<file path="src/common/dscs_pkg.sv">
// package of the disk sector command sequencer: offsets, fields, types
// assumes one 100 MHz clock domain and a byte-wide register port
package dscs_pkg;
  // ---------------------------------------------------------------
  // register offsets
  // ---------------------------------------------------------------
  localparam logic [7:0] REG_CMD = 8'h00;
  localparam logic [7:0] REG_OPCMD = 8'h01;
  localparam logic [7:0] REG_STATUS = 8'h02;
  localparam logic [7:0] REG_ERROR = 8'h03;
  localparam logic [7:0] REG_SECT_CNT = 8'h04;
  localparam logic [7:0] REG_HDR_BYTE_CNT = 8'h05;
  localparam logic [7:0] REG_SUBST = 8'h06;
  localparam logic [7:0] REG_PAT_BASE = 8'h08;
  localparam logic [7:0] REG_SECT_OP_CNT = 8'h13;
  // ---------------------------------------------------------------
  // field positions and sizes
  // ---------------------------------------------------------------
  localparam int HDR_BYTES = 4;
  localparam int CMD_SOFT = 0;
  localparam int CMD_MULTI = 1;
  localparam int CMD_START = 2;
  localparam int CMD_FMT = 3;
  localparam int OP_RESET = 0;
  localparam int OP_REEN = 1;
  localparam int OP_ILOCK = 2;
  localparam int OP_HINT = 3;
  localparam int ERR_LATE = 0;
  localparam int ERR_HDR = 1;
  localparam int ERR_DATA = 2;
  localparam int ERR_ILL = 3;
  localparam logic [7:0] RST_ZERO = 8'h00;
  localparam logic [7:0] PREAMBLE_BYTE = 8'h00;
  localparam logic [7:0] SYNCH1_BYTE = 8'hA1;
  localparam logic [7:0] SYNCH2_BYTE = 8'hFE;
  localparam int PREAMBLE_LEN = 4;
  // ---------------------------------------------------------------
  // header and data op codes
  // ---------------------------------------------------------------
  typedef enum logic [1:0] {
    HOP_IGNORE = 2'b00, HOP_COMPARE = 2'b01,
    HOP_WRITE = 2'b10, HOP_READ = 2'b11
  } dscs_hop_t;
  typedef enum logic [1:0] {
    DOP_NONE = 2'b00, DOP_CHECK = 2'b01,
    DOP_WRITE = 2'b10, DOP_READ = 2'b11
  } dscs_dop_t;
  // sequencer states, gray from ST_IDLE through ST_WAIT, ST_HDR and ST_DATA to ST_NEXT
  typedef enum logic [3:0] {
    ST_IDLE = 4'b0000, ST_WAIT = 4'b0001, ST_HDR = 4'b0011,
    ST_DATA = 4'b0010, ST_NEXT = 4'b0110, ST_ERR = 4'b0111,
    ST_HALT = 4'b0101
  } dscs_state_t;
  // register port bundle
  typedef struct packed {
    logic [7:0] addr;
    logic [7:0] wdata;
    logic wr;
    logic rd;
  } dscs_bus_t;
  // drive side byte stream (serializer assumed outside)
  typedef struct packed {
    logic [7:0] data;
    logic valid;
    logic crc_ok;
    logic crc_last;
    logic synch_ok;
  } dscs_rx_t;
endpackage

</file>
<file path="src/design/dscs_top.sv">
// sequencer of disk header and data operations on one track
// assumes drive bytes arrive deserialised, one per valid pulse, with
// crc results attached; sector and index pulses are raw pins
//
// The implementer's own choice: strobed register access.
module dscs_top #(
  parameter int DATA_LEN = 256
) (
  input wire logic core_clk,
  input wire logic rst_n,
  input wire dscs_pkg::dscs_bus_t bus,
  output logic [7:0] rdata,
  input wire logic sector_pin,
  input wire logic index_pin,
  input wire dscs_pkg::dscs_rx_t rx,
  output logic [7:0] tx_data,
  output logic tx_valid,
  output logic tx_crc_append,
  output logic fifo_push,
  output logic [7:0] fifo_wdata,
  output logic fifo_pop,
  input wire logic [7:0] fifo_rdata,
  output logic next_cmd_ready,
  output logic busy
);
  import dscs_pkg::*;

  // ---------------------------------------------------------------
  // reset release and pin synchronisers
  // ---------------------------------------------------------------
  logic rs1_q, rs2_q, rst_l;
  logic sec1_q, sec2_q, sec3_q, idx1_q, idx2_q, idx3_q;
  always_ff @(posedge core_clk or negedge rst_n) begin
    if (!rst_n) begin
      rs1_q <= 1'b0;
      rs2_q <= 1'b0;
    end else begin
      rs1_q <= 1'b1;
      rs2_q <= rs1_q;
    end
  end
  assign rst_l = rs2_q;

  // pins pass two flops; the third only serves edge detection
  always_ff @(posedge core_clk or negedge rst_l) begin
    if (!rst_l) begin
      {sec1_q, sec2_q, sec3_q} <= 3'b000;
      {idx1_q, idx2_q, idx3_q} <= 3'b000;
    end else begin
      {sec1_q, sec2_q, sec3_q} <= {sector_pin, sec1_q, sec2_q};
      {idx1_q, idx2_q, idx3_q} <= {index_pin, idx1_q, idx2_q};
    end
  end
  wire sec_edge = sec2_q & ~sec3_q;
  wire idx_edge = idx2_q & ~idx3_q;

  // ---------------------------------------------------------------
  // registers
  // ---------------------------------------------------------------
  logic [7:0] cmd_q, opcmd_q, err_q, sect_cnt_q, hbc_q, subst_q;
  logic [7:0] sop_cnt_q, rdata_q;
  logic [7:0] pat_q [HDR_BYTES];
  logic hbc_written_q;
  dscs_state_t st_q, st_d;
  logic [8:0] cnt_q;
  logic [1:0] ph_q;
  logic match_q;

  wire wr_cmd = bus.wr && bus.addr == REG_CMD;
  wire wr_op = bus.wr && bus.addr == REG_OPCMD;
  wire wr_sc = bus.wr && bus.addr == REG_SECT_CNT;
  wire wr_hbc = bus.wr && bus.addr == REG_HDR_BYTE_CNT;
  wire wr_sub = bus.wr && bus.addr == REG_SUBST;
  wire wr_sop = bus.wr && bus.addr == REG_SECT_OP_CNT;
  wire pat_sel = bus.addr >= REG_PAT_BASE &&
    bus.addr < REG_PAT_BASE + 8'(HDR_BYTES);
  wire [1:0] pat_idx = 2'(bus.addr - REG_PAT_BASE);

  // decoded command bits
  wire [1:0] c_dop = cmd_q[7:6];
  wire [1:0] c_hop = cmd_q[5:4];
  wire ilock = opcmd_q[OP_ILOCK] & opcmd_q[OP_HINT];
  // illegal combinations refused, none illegal only with header read
  wire illegal = (c_dop == DOP_NONE && c_hop == HOP_READ) ||
    (c_dop == DOP_READ && c_hop == HOP_WRITE) ||
    (c_dop == DOP_WRITE && c_hop == HOP_READ);
  wire is_nop = c_dop == DOP_NONE && c_hop == HOP_IGNORE;

  // expected header byte: pattern or sector counter
  function automatic logic [7:0] hdr_exp(input logic [1:0] i,
      input logic [7:0] sub, input logic [7:0] pat, input logic [7:0] sc);
    hdr_exp = sub[i] ? sc : pat;
  endfunction

  wire [1:0] hi = cnt_q[1:0];
  wire [7:0] exp_b = hdr_exp(hi, subst_q, pat_q[hi], sect_cnt_q);
  wire rx_v = rx.valid;
  wire hdr_data_end = cnt_q == 9'(HDR_BYTES);
  wire data_end = cnt_q == 9'(DATA_LEN);
  wire halted = st_q == ST_ERR || st_q == ST_HALT;

  // ---------------------------------------------------------------
  // register writes; sector completion wins over counter writes
  // ---------------------------------------------------------------
  logic set_late, set_hdr, set_data, set_ill, sect_done;
  always_ff @(posedge core_clk or negedge rst_l) begin
    if (!rst_l) begin
      cmd_q <= RST_ZERO;
      opcmd_q <= RST_ZERO;
      sect_cnt_q <= RST_ZERO;
      hbc_q <= RST_ZERO;
      subst_q <= RST_ZERO;
      sop_cnt_q <= RST_ZERO;
      hbc_written_q <= 1'b0;
      for (int i = 0; i < HDR_BYTES; i++) pat_q[i] <= RST_ZERO;
    end else begin
      // a finished command does not block the next one
      if (wr_cmd && st_q != ST_ERR) cmd_q <= bus.wdata;
      if (wr_op) opcmd_q <= bus.wdata;
      if (wr_sub) subst_q <= bus.wdata;
      if (bus.wr && pat_sel) pat_q[pat_idx] <= bus.wdata;
      if (wr_hbc) hbc_q <= bus.wdata;
      // count up sector and down operations after each sector
      if (sect_done) begin
        sect_cnt_q <= sect_cnt_q + 8'h01;
        sop_cnt_q <= sop_cnt_q - 8'h01;
      end else begin
        if (wr_sc) sect_cnt_q <= bus.wdata;
        if (wr_sop) sop_cnt_q <= bus.wdata;
      end
      // update handshake armed by header end, met by byte counter write
      if (wr_hbc) hbc_written_q <= 1'b1;
      else if (st_q == ST_HDR && st_d == ST_DATA) hbc_written_q <= 1'b0;
    end
  end

  // error flags sticky until the reset bit
  always_ff @(posedge core_clk or negedge rst_l) begin
    if (!rst_l) err_q <= RST_ZERO;
    else if (set_late | set_hdr | set_data | set_ill)
      err_q <= err_q | {4'h0, set_ill, set_data, set_hdr, set_late};
    else if (opcmd_q[OP_RESET]) err_q <= RST_ZERO;
  end

  // ---------------------------------------------------------------
  // sequencer next state
  // ---------------------------------------------------------------
  always_comb begin
    st_d = st_q;
    set_late = 1'b0;
    set_hdr = 1'b0;
    set_data = 1'b0;
    set_ill = 1'b0;
    sect_done = 1'b0;
    unique case (st_q)
      ST_IDLE: begin
        // loading the command starts it
        if (wr_cmd) st_d = ST_WAIT;
      end
      ST_WAIT: begin
        if (illegal) begin
          set_ill = 1'b1;
          st_d = ST_ERR;
        end else if (is_nop) st_d = ST_IDLE;
        else if (cmd_q[CMD_START]) begin
          // next sector, or at once when soft sectored
          if (cmd_q[CMD_SOFT] || sec_edge) st_d = ST_HDR;
        end else if (idx_edge) st_d = ST_HDR;
      end
      ST_HDR: begin
        if (ph_q == 2'd3 && hdr_data_end && (rx_v || c_hop == HOP_WRITE)) begin
          // header result: good crc and full match
          if (c_hop != HOP_WRITE && !rx.crc_ok) set_hdr = 1'b1;
          else if (c_hop == HOP_COMPARE && !match_q) st_d = ST_WAIT;
          else if (c_dop == DOP_NONE) begin
            sect_done = 1'b1;
            st_d = ST_NEXT;
          end else st_d = ST_DATA;
        end
        if (set_hdr) st_d = ST_ERR;
      end
      ST_DATA: begin
        if (ph_q == 2'd3 && data_end && (rx_v || c_dop == DOP_WRITE)) begin
          // data crc verdict at the end
          if (c_dop != DOP_WRITE && !rx.crc_ok) begin
            set_data = 1'b1;
            st_d = ST_ERR;
          end else begin
            sect_done = 1'b1;
            st_d = ST_NEXT;
          end
        end
      end
      ST_NEXT: begin
        // repeat while count remains, else terminate
        if (!cmd_q[CMD_MULTI] || sop_cnt_q == 8'h00) st_d = ST_HALT;
        else if (ilock && !hbc_written_q && sec_edge) begin
          set_late = 1'b1;
          st_d = ST_ERR;
        end else if (!ilock || hbc_written_q) begin
          if (cmd_q[CMD_SOFT] || sec_edge) st_d = ST_HDR;
        end
      end
      ST_HALT: begin
        // a new command after a finished one
        if (wr_cmd) st_d = ST_WAIT;
      end
      ST_ERR: begin
        // leave only via reset bit then re-enable bit
        if (!opcmd_q[OP_RESET] && opcmd_q[OP_REEN] && err_q == RST_ZERO)
          st_d = ST_IDLE;
      end
      default: st_d = ST_IDLE;
    endcase
  end

  // ---------------------------------------------------------------
  // field walker: phase 0 preamble, 1 synch1, 2 synch2, 3 body
  // ---------------------------------------------------------------
  wire in_field = st_q == ST_HDR || st_q == ST_DATA;
  wire wr_field = (st_q == ST_HDR && c_hop == HOP_WRITE) ||
    (st_q == ST_DATA && c_dop == DOP_WRITE);
  wire step = wr_field || rx_v;
  wire ph_end = ph_q == 2'd0 ? cnt_q == 9'(PREAMBLE_LEN - 1) : ph_q != 2'd3;
  wire synch_bad = !wr_field && rx_v && ph_q == 2'd2 && !rx.synch_ok;

  always_ff @(posedge core_clk or negedge rst_l) begin
    if (!rst_l) begin
      st_q <= ST_IDLE;
      ph_q <= 2'd0;
      cnt_q <= 9'd0;
      match_q <= 1'b1;
    end else begin
      st_q <= synch_bad ? ST_WAIT : st_d;
      if (st_d != st_q || !in_field || synch_bad) begin
        ph_q <= 2'd0;
        cnt_q <= 9'd0;
        match_q <= 1'b1;
      end else if (step) begin
        if (ph_q != 2'd3 && ph_end) begin
          ph_q <= ph_q + 2'd1;
          cnt_q <= 9'd0;
        end else cnt_q <= cnt_q + 9'd1;
        // compare each header byte
        if (ph_q == 2'd3 && st_q == ST_HDR && !hdr_data_end &&
            c_hop == HOP_COMPARE && rx.data != exp_b)
          match_q <= 1'b0;
      end
    end
  end

  // ---------------------------------------------------------------
  // output stream, fifo strobes, status
  // ---------------------------------------------------------------
  logic [7:0] tx_d;
  always_comb begin
    unique case (ph_q)
      2'd0: tx_d = PREAMBLE_BYTE;
      2'd1: tx_d = SYNCH1_BYTE;
      2'd2: tx_d = SYNCH2_BYTE;
      default: tx_d = st_q == ST_HDR ? exp_b : fifo_rdata;
    endcase
  end
  wire body = in_field && ph_q == 2'd3;
  wire body_byte = body && !(st_q == ST_HDR ? hdr_data_end : data_end);
  // header bytes read go to the fifo, data only on read
  wire push_d = !wr_field && rx_v && body_byte &&
    ((st_q == ST_HDR && c_hop == HOP_READ) ||
     (st_q == ST_DATA && c_dop == DOP_READ));
  wire pop_d = wr_field && st_q == ST_DATA && body_byte;
  // crc appended after body
  wire crc_d = wr_field && body && !body_byte;
  wire ready_d = st_q == ST_HDR && st_d == ST_DATA && ilock;

  wire [7:0] status_w = {3'h0, ready_d, halted, st_q == ST_ERR, 1'b0, busy};
  logic [7:0] rmux;
  always_comb begin
    rmux = RST_ZERO;
    if (bus.addr == REG_CMD) rmux = cmd_q;
    else if (bus.addr == REG_OPCMD) rmux = opcmd_q;
    else if (bus.addr == REG_STATUS) rmux = status_w;
    else if (bus.addr == REG_ERROR) rmux = err_q;
    else if (bus.addr == REG_SECT_CNT) rmux = sect_cnt_q;
    else if (bus.addr == REG_HDR_BYTE_CNT) rmux = hbc_q;
    else if (bus.addr == REG_SUBST) rmux = subst_q;
    else if (bus.addr == REG_SECT_OP_CNT) rmux = sop_cnt_q;
    else if (pat_sel) rmux = pat_q[pat_idx];
  end

  always_ff @(posedge core_clk or negedge rst_l) begin
    if (!rst_l) begin
      rdata_q <= RST_ZERO;
      tx_data <= RST_ZERO;
      tx_valid <= 1'b0;
      tx_crc_append <= 1'b0;
      fifo_push <= 1'b0;
      fifo_wdata <= RST_ZERO;
      fifo_pop <= 1'b0;
      next_cmd_ready <= 1'b0;
      busy <= 1'b0;
    end else begin
      rdata_q <= bus.rd ? rmux : RST_ZERO;
      tx_data <= tx_d;
      tx_valid <= wr_field && !crc_d;
      tx_crc_append <= crc_d;
      fifo_push <= push_d;
      fifo_wdata <= rx.data;
      fifo_pop <= pop_d;
      next_cmd_ready <= ready_d;
      busy <= st_d != ST_IDLE && st_d != ST_HALT && st_d != ST_ERR;
    end
  end
  assign rdata = rdata_q;
endmodule

</file>
<file path="config.mk">
export PLATFORM = sky130hd
export DESIGN_NAME = dscs_top
export DESIGN_NICKNAME = d
export VERILOG_FILES = /design/src/common/dscs_pkg.sv /design/src/design/dscs_top.sv
export SDC_FILE = /design/constraint.sdc
export NUM_CORES = 1
export LEC_CHECK = 0
export BUFFER_PORTS_ARGS = -buffer_cell sky130_fd_sc_hd__buf_4
export CORE_UTILIZATION = 40
export CTS_BUF_LIST = sky130_fd_sc_hd__clkbuf_8
export DETAILED_ROUTE_END_ITERATION = 6
export PLACE_DENSITY = 0.65
export RECOVER_POWER = 50
export SLEW_MARGIN = 30
export SYNTH_ARGS = -nofsm -noshare
export SYNTH_HDL_FRONTEND = slang
export SYNTH_SLANG_ARGS = --single-unit
</file>
<file path="constraint.sdc">
create_clock -name core_clk -period 4.1 [get_ports core_clk]
set_input_delay 0.82 -clock core_clk [delete_from_list [all_inputs] [get_ports core_clk]]
set_output_delay 0.82 -clock core_clk [all_outputs]
set_load 0.05 [all_outputs]
</file>
==> summary.md, run 1 <==
The flow ran to the end, but the final reports show violations. The final reports fail on max-capacitance violations, max-slew violations. Among all flip-flop cells after synthesis, the most frequent one is dfrtp_1. The xor/xnor cell area share of the yosys netlist is 2.05%. Number of max-cap violations: 2.

Number of enable flip-flop cells after synthesis: 0. The number of clock sinks was 139. Of the post-synthesis cell area, the part taken by muxes is 16.9%.

The number of standard cells in the final layout excluding fillers came out at 978. The standard-cell row count came out at 48. The worst register-to-register path begins at st_q[2]. The count of final hold-check violations is 0, and the shortest period the worst path allows is 3.15 ns. Routability-driven placement finished with a final weighted congestion of 0.934.

Compared with the post-synthesis result, the final layout area differs by 15.7%. Cells with a size suffix above 1 make up 24.7% of the layout. Summed over all failing endpoints, the final setup total negative slack is 0 ns.

The signal on the critical path passes through nor3b_2 -> nand2_2 -> nor4_1 -> nor4_2 -> nand2_1 -> a2bb2oi_2 -> nor3_1. STA classifies the critical path startpoint as a register. After the first detailed-routing iteration, the DRC count stood at 578. For the worst supply voltage drop on vdd, the log shows 0.247 mV. The main combinational cell family by area after synthesis was multiplexers.

Initial antenna violation count: 0. Setup violations remaining at the end of the flow were counted as 0. Arithmetic-cell share of the synthesized area counting full adders, half adders and majority gates: 1.55%. After detailed routing, the total wire length is 19.1 mm. The netlist uses 69 different library cells.

In this run the count of I/O pins placed on the die edge is 72. The average cell area after synthesis is 10.7 um^2. The count of yosys warnings during synthesis came out at 0. In the post-synthesis netlist, the cell with the most instances is dfrtp_1. The fraction of the mapped netlist area in compound gates was 12.1%. The run gives 317 MHz as the highest clock rate. For this design, the slowest cell found on the critical path is nor4_1. In the global route stage, overall resource usage came out at 22.1%. In this design, the stage delay of the slowest critical-path cell is 0.74 ns. Global-route wire length before repair: 31.0 mm. The initial utilization of the core area, before any placement, comes to 41.5%.

Clock-pin slew was measured on the worst setup and hold paths at 0.08 ns. The floorplan step set the die height to 137 um. The number of setup buffers added after CTS is 0. The floorplan step set the die width to 137 um. The simple logic cell fraction of the synthesized area was 16.4%. The post-synthesis net count came out at 726. The biggest area contributor in the post-synthesis netlist is dfrtp_1. The number of global-route vias before repair is 5812. Across all register-to-register paths, the minimum setup slack is 0.95 ns. For this run, the post-layout net count is 792. Summing internal, switching and leakage power gives 2.97 mW.

The number of hold-repair buffers added at the cts stage was 0. After global routing the overflow that remains totals 0. TritonCTS built the clock tree.

The share of the clock period used by the worst path is 76.9%. Summed over its instances, the top area cell type makes up 47.7% of the synthesized netlist area. The die covers 0.0187 mm^2.

The commonest cells after synthesis are dfrtp_1 (138), nor2_1 (58), mux2_2 (57). Including well taps, the total number of placed cells is 946. Post-CTS repair changed the size of 0 cells.

The later pin in the worst-skew pair is clocked with a latency of 0.46 ns. The critical path is of the reg2reg type. The synthesized cell area was 0.00725 mm^2. In this run, synthesis produced a sequential element count of 139. The count of nets left with antenna violations once routing finished came out at 0. Setup repair after global routing left no endpoint under its margin. 0 antenna diodes ended up in the layout. The worst setup path is captured at a register. Counting the buffers created by CTS gives 17. The first detailed-routing pass ran for 5 iterations.

During placement, the flow inserted port buffers numbering 70. Headroom to the max-slew limit came out at -33.8%. The tools report the maximum buffer depth of the clock tree as 2. Entering global routing, the biggest net connects 71 pins. The number of cells on the worst reg-to-reg path came out at 7. Data arrives at the worst endpoint at 3.46 ns. The worst register-to-register path ends at cnt_q[7]. The number of buffer and inverter instances along the worst setup path was 0. In this run the clock root is driven by a clkbuf_8. The routed via count divided by cell count was 5.85; the share of synthesized area occupied by flip-flops and latches was 48.0%. After detailed routing, the number of remaining DRC violations is 0. Counting flops with an async set or reset pin after synthesis yields a share of 100%. Data on the critical path is required at its endpoint by 4.41 ns. After technology mapping, the gate count stands at 675. The maximum net fanout on the critical path is 17, and the power density over the cells is 354 mW/mm^2. The region available for standard cell placement spans 0.0175 mm^2.

The transition time at the pin with the least slew margin works out to 2.01 ns. After synthesis, the cell types taking the most area are dfrtp_1 (48%), mux2_2 (8.9%), mux4_2 (5.3%), nor2_1 (3.0%), mux2i_1 (2.8%). In the final routed layout, each cell accounts on average for 19.5 um. Among cell families on the critical path, the largest total delay comes from simple AND/OR/NAND/NOR gates. The detailed router placed 5725 vias in this run.

The worst-case clock skew is 0.0121 ns. In this run the number of H-tree levels came out at 4. The run gives 3.71 nW as the cell leakage power.

The run gives 111 as the max-slew violation total from the final report. The final HPWL from detailed placement came out at 13.8 mm. The worst hold path belongs to the class in2async.
==> power breakdown <==
part,total (mW),switching (mW),internal (mW)
Clock,1.21,0.535,0.672
Combinational,0.264,0.154,0.111
Sequential,1.49,0.0640,1.43
Total,2.97,0.753,2.21
==> worst max path at each step <==
| stage | start | to | slack (ns) | cells past startpoint |
|---|---|---|---|---|
| 6_report | st_q[2] | cnt_q[7] | 0.95 | 7 |
| 5_1_grt | rs2_q | fifo_wdata[0] | 0.42 | 1 |
| 4_1_cts | st_q[2] | cnt_q[7] | 0.97 | 7 |
| 3_5_place_dp | bus[14] | cnt_q[7] | 0.88 | 8 |
| 3_3_place_gp | bus[14] | cnt_q[6] | 1.00 | 8 |
| 2_1_floorplan | cnt_q[0] | sect_cnt_q[2] | 1.28 | 12 |
==> per-layer routing <==
metal	global-route usage, %	routed length, um	vias to the layer above
met1	28.5	8140	2842
li1	-	-	2611
met3	5.44	1220	49
met2	35.1	9160	223
met5	0	0	-
met4	9.75	582	0
==> flip-flops by register name, indices dropped and copies added (netlist names), 2 cells and up <==
name	flops
st_q	4
fifo_wdata	8
hbc_q	8
subst_q	8
err_q	4
ph_q	2
cmd_q	8
cnt_q	9
pat_q	32
rdata	8
opcmd_q	8
sop_cnt_q	8
tx_data	8
sect_cnt_q	8
==> cells by family after synthesis <==
| kind of cell | after synthesis |
|---|---|
| simple gates | 224 |
| flops | 139 |
| compound gates | 137 |
| mux | 94 |
| buf+inv | 53 |
| xor+xnor | 17 |
| fa+ha+maj | 9 |
| other cells | 2 |
==> cell usage in the layout, fill, tap and decap left out, types with 4 or more instances in the layout <==
| master | n |
|---|---|
| xor2_1 | 5 |
| or3_1 | 4 |
| ha_1 | 9 |
| clkbuf_8 | 18 |
| nor2b_1 | 13 |
| buf_4 | 65 |
| mux2_2 | 57 |
| inv_1 | 25 |
| xnor2_1 | 12 |
| nand4_1 | 7 |
| a22oi_1 | 6 |
| mux4_2 | 17 |
| nor4_1 | 6 |
| nor2_1 | 58 |
| a31oi_1 | 6 |
| o21ai_0 | 34 |
| a21boi_0 | 4 |
| nand2_1 | 49 |
| o21a_1 | 4 |
| and3_1 | 4 |
| nand3_1 | 27 |
| bufinv_16 | 4 |
| nor3_1 | 19 |
| and3b_1 | 4 |
| a221oi_1 | 7 |
| dfrtp_1 | 138 |
| o22ai_1 | 12 |
| nand2b_1 | 5 |
| mux2i_1 | 20 |
| clkbuf_1 | 10 |
| a21oi_1 | 33 |
==> layout make-up <==
type / count / area (um^2)
multi-input combinational: 483 / 3570
clock inverter: 13 / 178
fill: 1610 / 9090
clock buffer: 18 / 248
timing repair buffer: 78 / 546
tap: 225 / 282
inverter: 22 / 82.6
sequential: 139 / 3480
==> metrics by stage <==
step | instance area, um^2 | setup WS (ns) | hold WS (ns) | utilization (%)
after floorplan | 7250 | 1.28 | 0.331 | -
after global placement | 8000 | 1.00 | 0.334 | 45.8
after detailed placement | 8010 | 0.879 | 0.335 | 45.8
after global routing | 8380 | 0.416 | 0.104 | 48.0
final | 8380 | 0.949 | 0.123 | 48.0
after CTS | 8430 | 0.971 | 0.0962 | 48.2
Power figures use the tool's default switching activity.
==> run 2: changes to the inputs <==
- clock period: 4.1 -> 2.66 ns (I/O delays scaled with it)
==> run 2 against run 1 <==
Net effect:
- the flow finishes with violations (max-capacitance violations, max-slew violations, negative setup slack)
- core utilization increased by 3.0 points
- register-to-register slack lost 0.97 ns
- critical path type unchanged
- fmax up 17%
- combinational power increased by 70%
==> summary.md, run 2 (same netlist as run 1, synthesis figures left out) <==
In this run the clock root is driven by a clkbuf_8. The number of buffers created by CTS came out at 17 (unchanged). The width of the die works out to 137 um (unchanged).

For the global-route wire length before repair, the log shows 32.1 mm (+3.5%). From synthesis to final layout, the design area changed by 23.0%. The logs give 54 (-24%) for the largest net degree at the start of global routing and 9 (+9) for the final setup violation count.

The shortest period the worst path allows came out at 2.69 ns (-0.465 ns). The leading cell type in the layout, fill and taps excluded was dfrtp_1. Combined flip-flop and latch cell area: 0.00348 mm^2 (unchanged).

The critical path is of the reg2reg type. For the worst-case clock skew, the log shows 0.0110 ns (-0.00108 ns). Maximum net fanout on the critical path: 6 (-11). The initial antenna violation count came out at 0 (unchanged). The max-slew violation total from the final report is 39 (-65%). The logs give 20.1 mm (+5.5%) for the final routed wirelength across all metal layers and 0.926 (-0.86%) for the placer congestion estimate. For the total number of vias, the log shows 5974 (+4.3%).

The global-route usage over all layers came out at 23.0% (+0.87 points). The setup total negative slack came out at -0.133 ns (-0.133 ns). Footprint of the multi-input gates: 0.00366 mm^2 (+2.6%).

The full die area is 0.0187 mm^2 (unchanged), and the final worst-path setup slack is -0.0262 ns (-0.975 ns). The transition time at the pin with the least slew margin was 1.79 ns (-0.220 ns); the flip-flop count of the largest register, all copies and words added was 32 (unchanged). Number of DRC markers in iteration 0: 578 (unchanged). Category of the worst setup path capture point: a register.

The flow ran to the end, but the final reports show violations. The share of layout cells above drive strength 1 is 31.6% (+6.9 points). The overall power consumption is 4.52 mW (+52%), and the clock-pin slew on the worst setup and hold paths is 0.08 ns (about the same).

The worst min-delay path category is in2reg. The tools report the core outline area as 0.0175 mm^2 (unchanged). The run gives 14.7 mm (+6.4%) as the final HPWL from detailed placement. The number of global-route vias before repair came out at 5947 (+2.3%). The final reports fail on max-capacitance violations, max-slew violations, negative setup slack. The logs give 2.99 ns (-1.42 ns) for the data required time of the worst path and 0.45 ns (about the same) for the clock insertion delay at the later pin of the skew report. Counting flops per register, the top entry is pat_q. The tools report the number of clock sinks as 139 (unchanged).

For the highest clock rate, the log shows 372 MHz (+17%). The logs give 0.386 mV (+56%) for the worst supply voltage drop on vdd and 1 (-1) for the number of max-cap violations. Final antenna diode count: 0 (unchanged). The number of search-and-repair iterations in the first detailed-routing pass is 7 (+2).

The top cell types in the final layout, fill and taps aside, are dfrtp_1 (138), buf_4 (110), nor2_1 (57), mux2_2 (57), nand2_1 (49). The maximum buffer depth of the clock tree came out at 2 (unchanged). The share of the clock period used by the worst path is 101% (+24 points).

TritonCTS built the clock tree. The largest registers in the layout are pat_q x32, cnt_q x9. STA classifies the critical path startpoint as a register. The final net count was 842 (+6.3%).

The routed via count divided by cell count was 5.81 (-0.82%); the filler cell count in the final layout was 1560 (-3.1%). The run gives 0 (unchanged) as the residual antenna-violating net count after detailed routing. The post-route DRC violation count is 0 (unchanged), and the power density over the cells is 507 mW/mm^2 (+43%). The die height is 137 um (unchanged), and the relative max-transition margin is -19.1% (+15 points). Setup repair after global routing could not meet its margin everywhere. The count of final hold-check violations is 0 (unchanged), and the wire length per cell is 19.6 um (+0.25%). Sum of overflow across all layers after global routing: 0 (unchanged).

The tools report the effective utilization at floorplan as 41.5% (unchanged). The cell leakage power was 3.99 nW (+7.6%); the number of I/O port buffers was 70 (unchanged). The number of levels the H-tree was split into is 4 (unchanged).

For the arrival time at the worst endpoint, the log shows 3.02 ns (-0.44 ns). The logs give 48 (unchanged) for the standard-cell row count and 72 (unchanged) for the I/O pin count.
==> run 2: cell count changes in the layout (fill, tap and decap cells not counted), sizes merged <==
cell         before  now
buf              65  115
bufinv            4    3
clkbuf           31   30
clkinv            2    4
clkinvlp          2    3
dlygate4sd3       0    1
inv              27   26
==> run 2: critical path, cell delays in order (launching register included) <==
cell and delay, ns:
dfrtp_1 0.40, inv_2 0.09, ha_4 0.13, or4b_4 0.45, or4_4 0.48, and3_4 0.23
nor4_4 0.24, nor4bb_2 0.09, a2bb2oi_2 0.15, buf_6 0.13, clkbuf_16 0.14, nor3b_1 0.05
==> run 2: per-layer routing <==
layer	share of wire [%]	vias to the layer above	wire [um]	track usage (%)
met5	0	-	0	0
met4	2.5	0	500	8.64
met3	7.2	37	1450	6.04
met2	49	227	9810	36.8
met1	42	2996	8380	29.7
li1	-	2714	-	-
==> run 2: cell type report <==
class	instances	area share [%]
multi-input combinational	483	41.1
sequential	139	39.0
timing repair buffer	128	11.2
tap	225	3.16
clock buffer	18	2.78
clock inverter	14	1.76
inverter	22	0.927
==> run 2: path summary, 6_finish.rpt <==
check                                  start  endpoint  slack, ns  cells past startpoint
worst max-delay path            sop_cnt_q[0]  cnt_q[6]      -0.03                     11
worst min-delay path              sector_pin    sec1_q       0.21                      1
worst max register to register  sop_cnt_q[0]  cnt_q[6]      -0.03                     11
worst min register to register        sec1_q    sec2_q       0.35                      0
max in group asynchronous              rs2_q   match_q       0.82                      1
min in group asynchronous              rst_n     rs1_q       0.39                      2
==> run 2: power breakdown <==
part | internal [mW] | total (mW) | switching [mW]
Clock | 0.940 | 1.77 | 0.834
Combinational | 0.198 | 0.449 | 0.251
Sequential | 2.20 | 2.30 | 0.0950
Total | 3.34 | 4.52 | 1.18
==> run 2: repair_timing <==
action	4_1_cts	5_1_grt
hold buffers	1	0
hold endpoints to repair	2	0
pin swaps	1	2
resized for setup	2	20
setup buffers	0	4
setup endpoints to repair	12	26
gates cloned	0	1
==> run 2: metrics by stage <==
| step | std cells | hold WS [ns] | util [%] | instance area (um^2) | worst slack, ns |
|---|---|---|---|---|---|
| floorplan | 675 | 0.236 | - | 7250 | 0.0133 |
| global placement | 991 | 0.314 | 47.9 | 8370 | -0.0220 |
| detailed placement | 991 | 0.316 | 47.9 | 8370 | -0.125 |
| CTS | 1024 | 0.170 | 50.3 | 8800 | 0.00303 |
| global route | 1029 | 0.187 | 51.0 | 8910 | -0.0937 |
| finish | 1029 | 0.214 | 51.0 | 8910 | -0.0262 |
